===== src/core/adram_pkg.sv =====
/*
 * constants, register layout and types for the asynchronous dram block
 * decode and timing engine.
 * assumes a single 200 MHz clock and an apb register port.
 */
package adram_pkg;
   localparam logic [11:0] OFF_BLK0_CFG  = 12'h000;
   localparam logic [11:0] OFF_BLK1_CFG  = 12'h004;
   localparam logic [11:0] OFF_BLK0_MASK = 12'h008;
   localparam logic [11:0] OFF_BLK1_MASK = 12'h00C;
   localparam logic [11:0] OFF_GLOBAL    = 12'h010;
   localparam logic [11:0] OFF_STATUS    = 12'h014;
   localparam logic [31:0] CFG_WMASK     = 32'hFFFCBF7C;
   localparam logic [31:0] MASK_WMASK    = 32'hFFFC0100;
   localparam logic [31:0] CFG_RESET     = 32'h00000000;
   localparam logic [31:0] MASK_RESET    = 32'h00000000;
   localparam int BASE_HI   = 31;
   localparam int BASE_LO   = 18;
   localparam int RFSH_BIT  = 15;
   localparam int CAS_LO    = 12;
   localparam int PRE_LO    = 10;
   localparam int REL_BIT   = 9;
   localparam int RCD_BIT   = 8;
   localparam int WP_BIT    = 8;
   localparam int EDO_BIT   = 6;
   localparam int PW_LO     = 4;
   localparam int PP_LO     = 2;
   localparam int SYNC_BIT  = 0;
   localparam int PAGE_BYTES = 512;
   localparam int PAGE_LSB   = $clog2(PAGE_BYTES);
   localparam logic [1:0] PW_32 = 2'h0;
   localparam logic [1:0] PW_8  = 2'h1;
   localparam logic [1:0] PP_OFF   = 2'h0;
   localparam logic [1:0] PP_BURST = 2'h1;
   localparam logic [1:0] PP_OPEN  = 2'h3;
   localparam logic [2:0] REFRESH_LEN = 3'h2;
   typedef enum logic [2:0] {
      ST_IDLE, ST_ROW, ST_COL, ST_HOLD, ST_PRE, ST_RFSH
   } seq_t;
endpackage : adram_pkg


===== src/core/blk_decode_if.sv =====
/*
 * carries one block's settings into its decoder and the hit back.
 * assumes the decoder and the engine share core_clk.
 */
`timescale 1ns/1ps
interface blk_decode_if;
   logic [31:0] cfg;
   logic [31:0] mask;
   logic [31:0] addr;
   logic        hit;
   modport engine (output cfg, output mask, output addr, input hit);
   modport decoder (input cfg, input mask, input addr, output hit);
endinterface : blk_decode_if


===== src/core/adram_ctrl.sv =====
/*
 * two-block asynchronous dram decode and strobe timing engine with apb
 * registers. one cycle request port from internal masters.
 * assumes masters hold the request until done, and refresh_tick comes
 * from a refresh divider on the same clock.
 */
`timescale 1ns/1ps
// Notes on behaviour
// - base field bits 31..18 compared with address; all unmasked equal selects block
// - mask bit one drops that address bit from decode; gaps allowed
// - refresh a block only while its refresh enable is set; clear at reset
// - column strobe held 1 to 4 clocks by two-bit length field
// - row strobe precharge 1 to 4 clocks; refresh precharge uses the same length field
// - row release bit one negates row strobe one clock before column strobe
// - release bit ignored when column strobe lasts only one clock
// - release applies only to single accesses, never later page beats
// - row to column delay is one clock, or two when delay bit set
// - extended-out bit selects extended data out timing for that block
// - port width 00 32 bit, 01 8 bit, 1x 16 bit; bus sizing follows
// - page policy 00 off, 01 bursts, 11 open; 10 reserved
// - writes to protected block not performed; address exception raised
// - protected write passed to chip select; missing acknowledge gives access fault
// - contents not kept through hard or watchdog reset; no refresh then
// - these meanings hold only while global synchronous bit is zero
// - page hit uses fixed 512 byte page
module adram_ctrl
   import adram_pkg::*;
(
   input  wire logic        core_clk,
   input  wire logic        rstn,
   input  wire logic        psel,
   input  wire logic        penable,
   input  wire logic        pwrite,
   input  wire logic [11:0] paddr,
   input  wire logic [31:0] pwdata,
   output      logic [31:0] prdata,
   output      logic        pready,
   output      logic        pslverr,
   input  wire logic        req_valid,
   input  wire logic        req_write,
   input  wire logic        req_burst,
   input  wire logic        req_last,
   input  wire logic [31:0] req_addr,
   output      logic        req_done,
   output      logic        req_miss,
   output      logic        addr_exc,
   output      logic        cs_write_fwd,
   input  wire logic        cs_hit,
   input  wire logic        ext_ack,
   input  wire logic        ext_timeout,
   output      logic        access_exc,
   input  wire logic        refresh_tick,
   output      logic [1:0]  ras_n,
   output      logic [1:0]  cas_n,
   output      logic        dram_we,
   output      logic        col_phase,
   output      logic [1:0]  bus_width,
   output      logic        edo_mode
);
   typedef struct packed {
      logic [31:0] cfg0;
      logic [31:0] cfg1;
      logic [31:0] mask0;
      logic [31:0] mask1;
      logic        sync_mode;
      logic [31:0] rdata;
      seq_t        st;
      logic [2:0]  cnt;
      logic        blk;
      logic        wr;
      logic        page_open;
      logic        in_page;
      logic [31:PAGE_LSB] page_tag;
      logic [1:0]  ras_n;
      logic [1:0]  cas_n;
      logic        done;
      logic        miss;
      logic        aexc;
      logic        fwd;
      logic        cexc;
      logic [1:0]  rfsh_pend;
      logic        rfsh_blk;
   } state_t;

   state_t s_r;
   state_t s_nxt;
   logic [1:0]  hit;
   logic [31:0] bcfg;
   logic [31:0] bmask;
   logic [1:0]  cas_len;
   logic        early_rel;
   logic        apb_acc;

   blk_decode_if d0 ();
   blk_decode_if d1 ();
   assign d0.cfg  = s_r.cfg0;
   assign d0.mask = s_r.mask0;
   assign d0.addr = req_addr;
   assign d1.cfg  = s_r.cfg1;
   assign d1.mask = s_r.mask1;
   assign d1.addr = req_addr;
   blk_decode u_dec0 (.dif(d0.decoder));
   blk_decode u_dec1 (.dif(d1.decoder));
   // block 0 wins an overlap; overlapping ranges are a software fault
   assign hit = {d1.hit & ~d0.hit, d0.hit};

   ////////////////////////////////////////////////////////////////////
   assign apb_acc = psel & penable;
   assign bcfg    = s_r.blk ? s_r.cfg1 : s_r.cfg0;
   assign bmask   = s_r.blk ? s_r.mask1 : s_r.mask0;
   assign cas_len = bcfg[CAS_LO+1:CAS_LO];
   // early release only on a single access with a multi-clock column strobe
   assign early_rel = bcfg[REL_BIT] & (cas_len != 2'h0)
                    & ~s_r.in_page;

   always_comb begin
      s_nxt      = s_r;
      s_nxt.done = 1'b0;
      s_nxt.miss = 1'b0;
      s_nxt.aexc = 1'b0;
      s_nxt.cexc = 1'b0;
      if (apb_acc && pwrite) begin
         unique case (paddr)
            OFF_BLK0_CFG:  s_nxt.cfg0  = pwdata & CFG_WMASK;
            OFF_BLK1_CFG:  s_nxt.cfg1  = pwdata & CFG_WMASK;
            OFF_BLK0_MASK: s_nxt.mask0 = pwdata & MASK_WMASK;
            OFF_BLK1_MASK: s_nxt.mask1 = pwdata & MASK_WMASK;
            OFF_GLOBAL:    s_nxt.sync_mode = pwdata[SYNC_BIT];
            default:       s_nxt.rdata = s_r.rdata;
         endcase
      end
      unique case (paddr)
         OFF_BLK0_CFG:  s_nxt.rdata = s_r.cfg0;
         OFF_BLK1_CFG:  s_nxt.rdata = s_r.cfg1;
         OFF_BLK0_MASK: s_nxt.rdata = s_r.mask0;
         OFF_BLK1_MASK: s_nxt.rdata = s_r.mask1;
         OFF_GLOBAL:    s_nxt.rdata = {31'h0, s_r.sync_mode};
         OFF_STATUS:    s_nxt.rdata = {26'h0, s_r.rfsh_pend, s_r.page_open, s_r.blk,
                                       s_r.st == ST_IDLE, s_r.sync_mode};
         default:       s_nxt.rdata = 32'h00000000;
      endcase
      // refresh requests collect per block, only for enabled blocks
      if (refresh_tick) begin
         s_nxt.rfsh_pend = s_r.rfsh_pend |
            {s_r.cfg1[RFSH_BIT], s_r.cfg0[RFSH_BIT]};
      end
      if (s_r.fwd) begin
         if (ext_ack || cs_hit) begin
            s_nxt.fwd  = 1'b0;
            s_nxt.done = 1'b1;
         end else if (ext_timeout) begin
            s_nxt.fwd  = 1'b0;
            s_nxt.cexc = 1'b1;
         end
      end
      unique case (s_r.st)
         ST_IDLE: begin
            if (s_r.sync_mode) begin
               s_nxt.page_open = 1'b0;
            end else if (|s_r.rfsh_pend) begin
               s_nxt.rfsh_blk  = ~s_r.rfsh_pend[0];
               s_nxt.ras_n     = s_r.rfsh_pend[0] ? 2'b10 : 2'b01;
               s_nxt.page_open = 1'b0;
               s_nxt.cnt       = REFRESH_LEN;
               s_nxt.st        = ST_RFSH;
            end else if (req_valid && !s_r.fwd && !s_r.done) begin
               if (hit == 2'b00) begin
                  s_nxt.miss      = 1'b1;
                  s_nxt.page_open = 1'b0;
               end else if (req_write && (hit[0] ? s_r.mask0[WP_BIT]
                                                 : s_r.mask1[WP_BIT])) begin
                  s_nxt.aexc = 1'b1;
                  s_nxt.fwd  = 1'b1;
               end else begin
                  s_nxt.blk = hit[1];
                  s_nxt.wr  = req_write;
                  s_nxt.in_page = s_r.page_open && s_r.blk == hit[1]
                     && s_r.page_tag == req_addr[31:PAGE_LSB];
                  s_nxt.page_tag = req_addr[31:PAGE_LSB];
                  if (s_nxt.in_page) begin
                     s_nxt.cas_n = hit[1] ? 2'b01 : 2'b10;
                     s_nxt.cnt   = 3'h0;
                     s_nxt.st    = ST_COL;
                  end else begin
                     s_nxt.ras_n = hit[1] ? 2'b01 : 2'b10;
                     s_nxt.ras_n = s_nxt.ras_n & s_r.ras_n;
                     s_nxt.cnt   = {2'h0, (hit[1] ? s_r.cfg1[RCD_BIT]
                                                  : s_r.cfg0[RCD_BIT])};
                     s_nxt.st    = ST_ROW;
                  end
               end
            end
         end
         ST_ROW: begin
            if (s_r.cnt == 3'h0) begin
               s_nxt.cas_n = s_r.blk ? 2'b01 : 2'b10;
               s_nxt.st    = ST_COL;
            end else begin
               s_nxt.cnt = s_r.cnt - 3'h1;
            end
         end
         ST_COL: begin
            if (s_r.cnt == {1'b0, cas_len}) begin
               s_nxt.cas_n = 2'b11;
               s_nxt.done  = 1'b1;
               s_nxt.cnt   = {1'b0, bcfg[PRE_LO+1:PRE_LO]};
               if (bcfg[PP_LO+1:PP_LO] == PP_OPEN || (bcfg[PP_LO+1:PP_LO] ==
                   PP_BURST && req_burst && !req_last)) begin
                  s_nxt.page_open = 1'b1;
                  s_nxt.st        = ST_IDLE;
               end else begin
                  s_nxt.page_open = 1'b0;
                  s_nxt.ras_n     = 2'b11;
                  s_nxt.st        = ST_PRE;
               end
            end else begin
               s_nxt.cnt = s_r.cnt + 3'h1;
               if (early_rel && s_r.cnt == {1'b0, cas_len} - 3'h1 &&
                   bcfg[PP_LO+1:PP_LO] != PP_OPEN) begin
                  s_nxt.ras_n = 2'b11;
               end
            end
         end
         ST_PRE: begin
            if (s_r.cnt == 3'h0) begin
               s_nxt.st = ST_IDLE;
            end else begin
               s_nxt.cnt = s_r.cnt - 3'h1;
            end
         end
         ST_RFSH: begin
            if (s_r.cnt == 3'h0) begin
               s_nxt.ras_n = 2'b11;
               s_nxt.rfsh_pend[s_r.rfsh_blk] = 1'b0;
               s_nxt.cnt = {1'b0, bcfg[PRE_LO+1:PRE_LO]};
               s_nxt.st  = ST_PRE;
            end else begin
               s_nxt.cnt = s_r.cnt - 3'h1;
            end
         end
         ST_HOLD: s_nxt.st = ST_IDLE;
         default: s_nxt.st = ST_IDLE;
      endcase
      if (refresh_tick && s_r.st == ST_RFSH && s_r.cnt == 3'h0) begin
         s_nxt.rfsh_pend[s_r.rfsh_blk] = s_r.rfsh_blk ? s_r.cfg1[RFSH_BIT]
                                                      : s_r.cfg0[RFSH_BIT];
      end
   end

   // every reset clears refresh enables, so stored data is lost
   always_ff @(posedge core_clk or negedge rstn) begin
      if (!rstn) begin
         s_r       <= '0;
         s_r.ras_n <= 2'b11;
         s_r.cas_n <= 2'b11;
         s_r.st    <= ST_IDLE;
      end else begin
         s_r <= s_nxt;
      end
   end

   ////////////////////////////////////////////////////////////////////
   assign pready       = 1'b1;
   assign pslverr      = 1'b0;
   assign prdata       = s_r.rdata;
   assign req_done     = s_r.done;
   assign req_miss     = s_r.miss;
   assign addr_exc     = s_r.aexc;
   assign cs_write_fwd = s_r.fwd;
   assign access_exc   = s_r.cexc;
   assign ras_n        = s_r.ras_n;
   assign cas_n        = s_r.cas_n;
   assign dram_we      = s_r.wr & (s_r.st == ST_COL);
   assign col_phase    = s_r.st == ST_COL;
   assign bus_width    = bcfg[PW_LO+1:PW_LO];
   assign edo_mode     = bcfg[EDO_BIT];
endmodule : adram_ctrl


===== src/core/blk_decode.sv =====
/*
 * address hit decode for one dram block.
 * assumes the address is stable for the cycle in which hit is read.
 */
`timescale 1ns/1ps
module blk_decode
   import adram_pkg::*;
(
   blk_decode_if.decoder dif
);
   logic [BASE_HI-BASE_LO:0] diff;
   always_comb begin
      diff = dif.cfg[BASE_HI:BASE_LO] ^ dif.addr[BASE_HI:BASE_LO];
   end
   assign dif.hit = ~|(diff & ~dif.mask[BASE_HI:BASE_LO]);
endmodule : blk_decode


===== config.mk =====
export PLATFORM = sky130hd
export DESIGN_NAME = adram_ctrl
export DESIGN_NICKNAME = d
export VERILOG_FILES = /design/src/core/adram_pkg.sv /design/src/core/blk_decode_if.sv /design/src/core/adram_ctrl.sv /design/src/core/blk_decode.sv
export SDC_FILE = /design/constraint.sdc
export NUM_CORES = 1
export LEC_CHECK = 0
export BUFFER_PORTS_ARGS = -buffer_cell sky130_fd_sc_hd__buf_2
export CORE_MARGIN = 2
export CORE_UTILIZATION = 35
export DETAILED_ROUTE_END_ITERATION = 10
export HOLD_SLACK_MARGIN = 0.1
export PLACE_DENSITY = 0.63
export SLEW_MARGIN = 20
export SYNTH_ARGS = -nofsm -noshare
export SYNTH_HDL_FRONTEND = slang
export SYNTH_SLANG_ARGS = --single-unit

===== constraint.sdc =====
create_clock -name core_clk -period 5.4 [get_ports core_clk]
set_input_delay 0.27 -clock core_clk [delete_from_list [all_inputs] [get_ports core_clk]]
set_output_delay 0.27 -clock core_clk [all_outputs]
set_load 0.05 [all_outputs]

==> metrics.cfg <==
[die]
dieArea_mm2 = 0.0236
die_x_um = 154
io_pins = 137
die_y_um = 154
core.rowCount = 54
start_util = 0.358
core_area_mm2 = 0.0219

[clock_network]
cts_made_buffers = 17
cts_tree = built
cts_setup_buffers = 0
cts_sinks = 156
cts_root_buf = clkbuf_16
clkTransAtPathRegs_ps = 60
clock_path_buffers = 2
cts_max_level = 4
clk_latency_ps = 430

[yosys]
ys_ff_latch = 156
syn-cell-area_mm2 = 0.00784
synthTopCellsByArea = dfrtp_1, mux2_2, xnor2_1, buf_4, a22oi_1
synth.distinct_cells = 61
netlist.area_leader.share = 0.485
synth_most_common_cell = dfrtp_1
synth-edff-count = 0
synth_common_cells = dfrtp_1, mux2_2, xnor2_1
synth_top_cell_by_area = dfrtp_1
synthFlopType = dfrtp_1
postSynthAreaPerCell_um2 = 11.9
yosys_warnings = 0
yosysSeqAreaShare = 0.499
netlist_instances = 661
async_flop_share = 1.00

[timing]
hold_viol_final = 0
fin_crit_sh = 0.540
worst_slew_pin_slew_ps = 1060
skew_ps = 14.6
rsz0062_at_grt = no
slew_viol_final = 0
setup_viol = 0
min_period_ps = 2920
slew_headroom = 0.292
tns_ps = 0
layout_setup_ws_ps = 2480
max_freq_mhz = 343

[worst_setup_path]
crit_path_max_fanout = 27
startpoint_type = input pin
crit_required_ps = 5710
end_kind = flip-flop
crit_type = in -> reg
r2r-start = s_r[38]$_DFFE_PN0P_
worstPathArrival_ps = 3230
cp-startpoint = paddr[5]

[global_route]
gr-usage-met3 = 0.0414
antenna_found_initial = 2
grt_usage = 0.168
first_global_vias = 5537
met2_usage = 0.273
grt_max_degree = 62
grtUsageMet1 = 0.228
grt_pass1_wl_um = 31000
grt-busiest-layer = met2
overflow = 0

[power]
ir_worst_vdd_mv = 0.202
p_per_area_mw_per_mm2 = 331
p_leak_nw = 4.52

[drt]
first_pass_iters = 5
first_iter_violations = 435
drc = 0
via_count = 5555
avgRoutedWirePerCell_um = 18.4
routed_wl_um = 19600
ant_nets = 0
viasPerCell = 5.22

[final_layout]
syn_to_final_growth_pct = 18.9
drive_above_1_share = 0.351
num-nets-final = 865
fillers = 2079
fin_area_mm2 = 0.00932
layoutNonFillerInstCount = 1065

[place]
place_inst = 1008
place_ws_ps = 2000
hpwl_um = 13700
port_buffers = 116
gp_congestion = 0.871
placed_cell_area_mm2 = 0.00850

[run_status]
outcome = finished clean

[flow_run]
cap_viol_max_count = 0

[min_path]
min_from = pwdata[22]
hold_class = in -> reg

==> registers in the layout, summed over array words and instances, names as in the netlist <==
signal,flops
cs_write_fwd,1
req_miss,1
d0.cfg,26
d1.cfg,26
addr_exc,1
d1.mask,15
d0.mask,15
access_exc,1
cas_n,2
req_done,1
s_r,37
ras_n,2
prdata,28
==> what timing repair did <==
action                    4_1_cts  5_1_grt
hold buffers                   24        0
hold endpoints to repair       77        0
resized for setup               0        0
==> through the flow <==
step / total power, mW / hold WS (ps) / util
finish: 3.08 / 118 / 0.426
global route: 3.23 / 111 / 0.426
CTS: 3.11 / 103 / 0.426
detailed placement: 1.90 / 238 / 0.388
global placement: 1.90 / 238 / 0.388
floorplan: 1.75 / -25.6 / -
==> path summary, 6_finish.rpt <==
path                       depth (start not counted)  slack (ps)                 endpoint
min in group asynchronous                          2         340     prdata[13]$_DFF_PN0_
max in group asynchronous                          3        3920  d0.mask[22]$_DFFE_PN0P_
max                                                7        2480   d0.cfg[24]$_DFFE_PN0P_
min                                                2         120  d1.mask[22]$_DFFE_PN0P_
max reg2reg                                        8        2660     cas_n[0]$_DFFE_PN1P_
min reg2reg                                        2         510      s_r[37]$_DFFE_PN0P_
==> critical path: stages <==
cell	delay, ps
buf_2	100
nor3_1	480
nand2b_1	290
nor4_4	190
buf_4	390
nand4_2	880
mux2_2	610
==> logic make-up (layout without fill, tap and decap cells) <==
| group | count (synthesis) | after routing | synth area share |
|---|---|---|---|
| flops | 156 | 156 | 0.499 |
| simple gates | 127 | 127 | 0.0912 |
| mux | 122 | 122 | 0.175 |
| compound gates | 118 | 118 | 0.107 |
| buf+inv | 75 | 194 | 0.0568 |
| xor+xnor | 56 | 56 | 0.0626 |
| fa+ha+maj | 5 | 5 | 0.00798 |
| other cells | 2 | 7 | 0.000958 |
==> cell type report <==
| cell class | count | area (um^2) | area share |
|---|---|---|---|
| Sequential cell | 156 | 3910 | 0.419 |
| Multi-Input combinational cell | 434 | 3540 | 0.379 |
| Timing Repair Buffer | 149 | 895 | 0.0960 |
| Clock buffer | 23 | 468 | 0.0502 |
| Tap cell | 280 | 350 | 0.0376 |
| Clock inverter | 9 | 111 | 0.0119 |
| Inverter | 13 | 48.8 | 0.00523 |
| Antenna cell | 1 | 2.50 | 0.000268 |
==> report_power, final <==
part	switching, mW	leakage, nW	total, mW	internal [mW]
clock network	0.480	0.278	1.19	0.707
logic	0.396	2.08	0.630	0.234
registers	0.0513	2.15	1.27	1.22
total	0.927	4.52	3.08	2.16
==> routing by layer <==
layer | share of wire | vias to the layer above
li1 | - | 2574
met3 | 0.052 | 22
met1 | 0.46 | 2792
met4 | 0.011 | 2
met5 | 0.00036 | -
met2 | 0.48 | 165
==> placed cells by master (no fill, tap or decap), types with 10 or more instances in the layout <==
master / count
a22oi_1: 31
clkbuf_16: 17
xnor2_1: 56
o21ai_0: 12
nand2_1: 38
nor3_1: 11
nor2_1: 24
dlygate4sd3_1: 24
nand4_1: 10
mux2_2: 97
mux2_1: 17
dfrtp_1: 152
a22o_1: 10
a21oi_1: 16
inv_1: 13
buf_2: 115
o22ai_1: 17
Note: power is estimated with default switching activity, not from simulation.
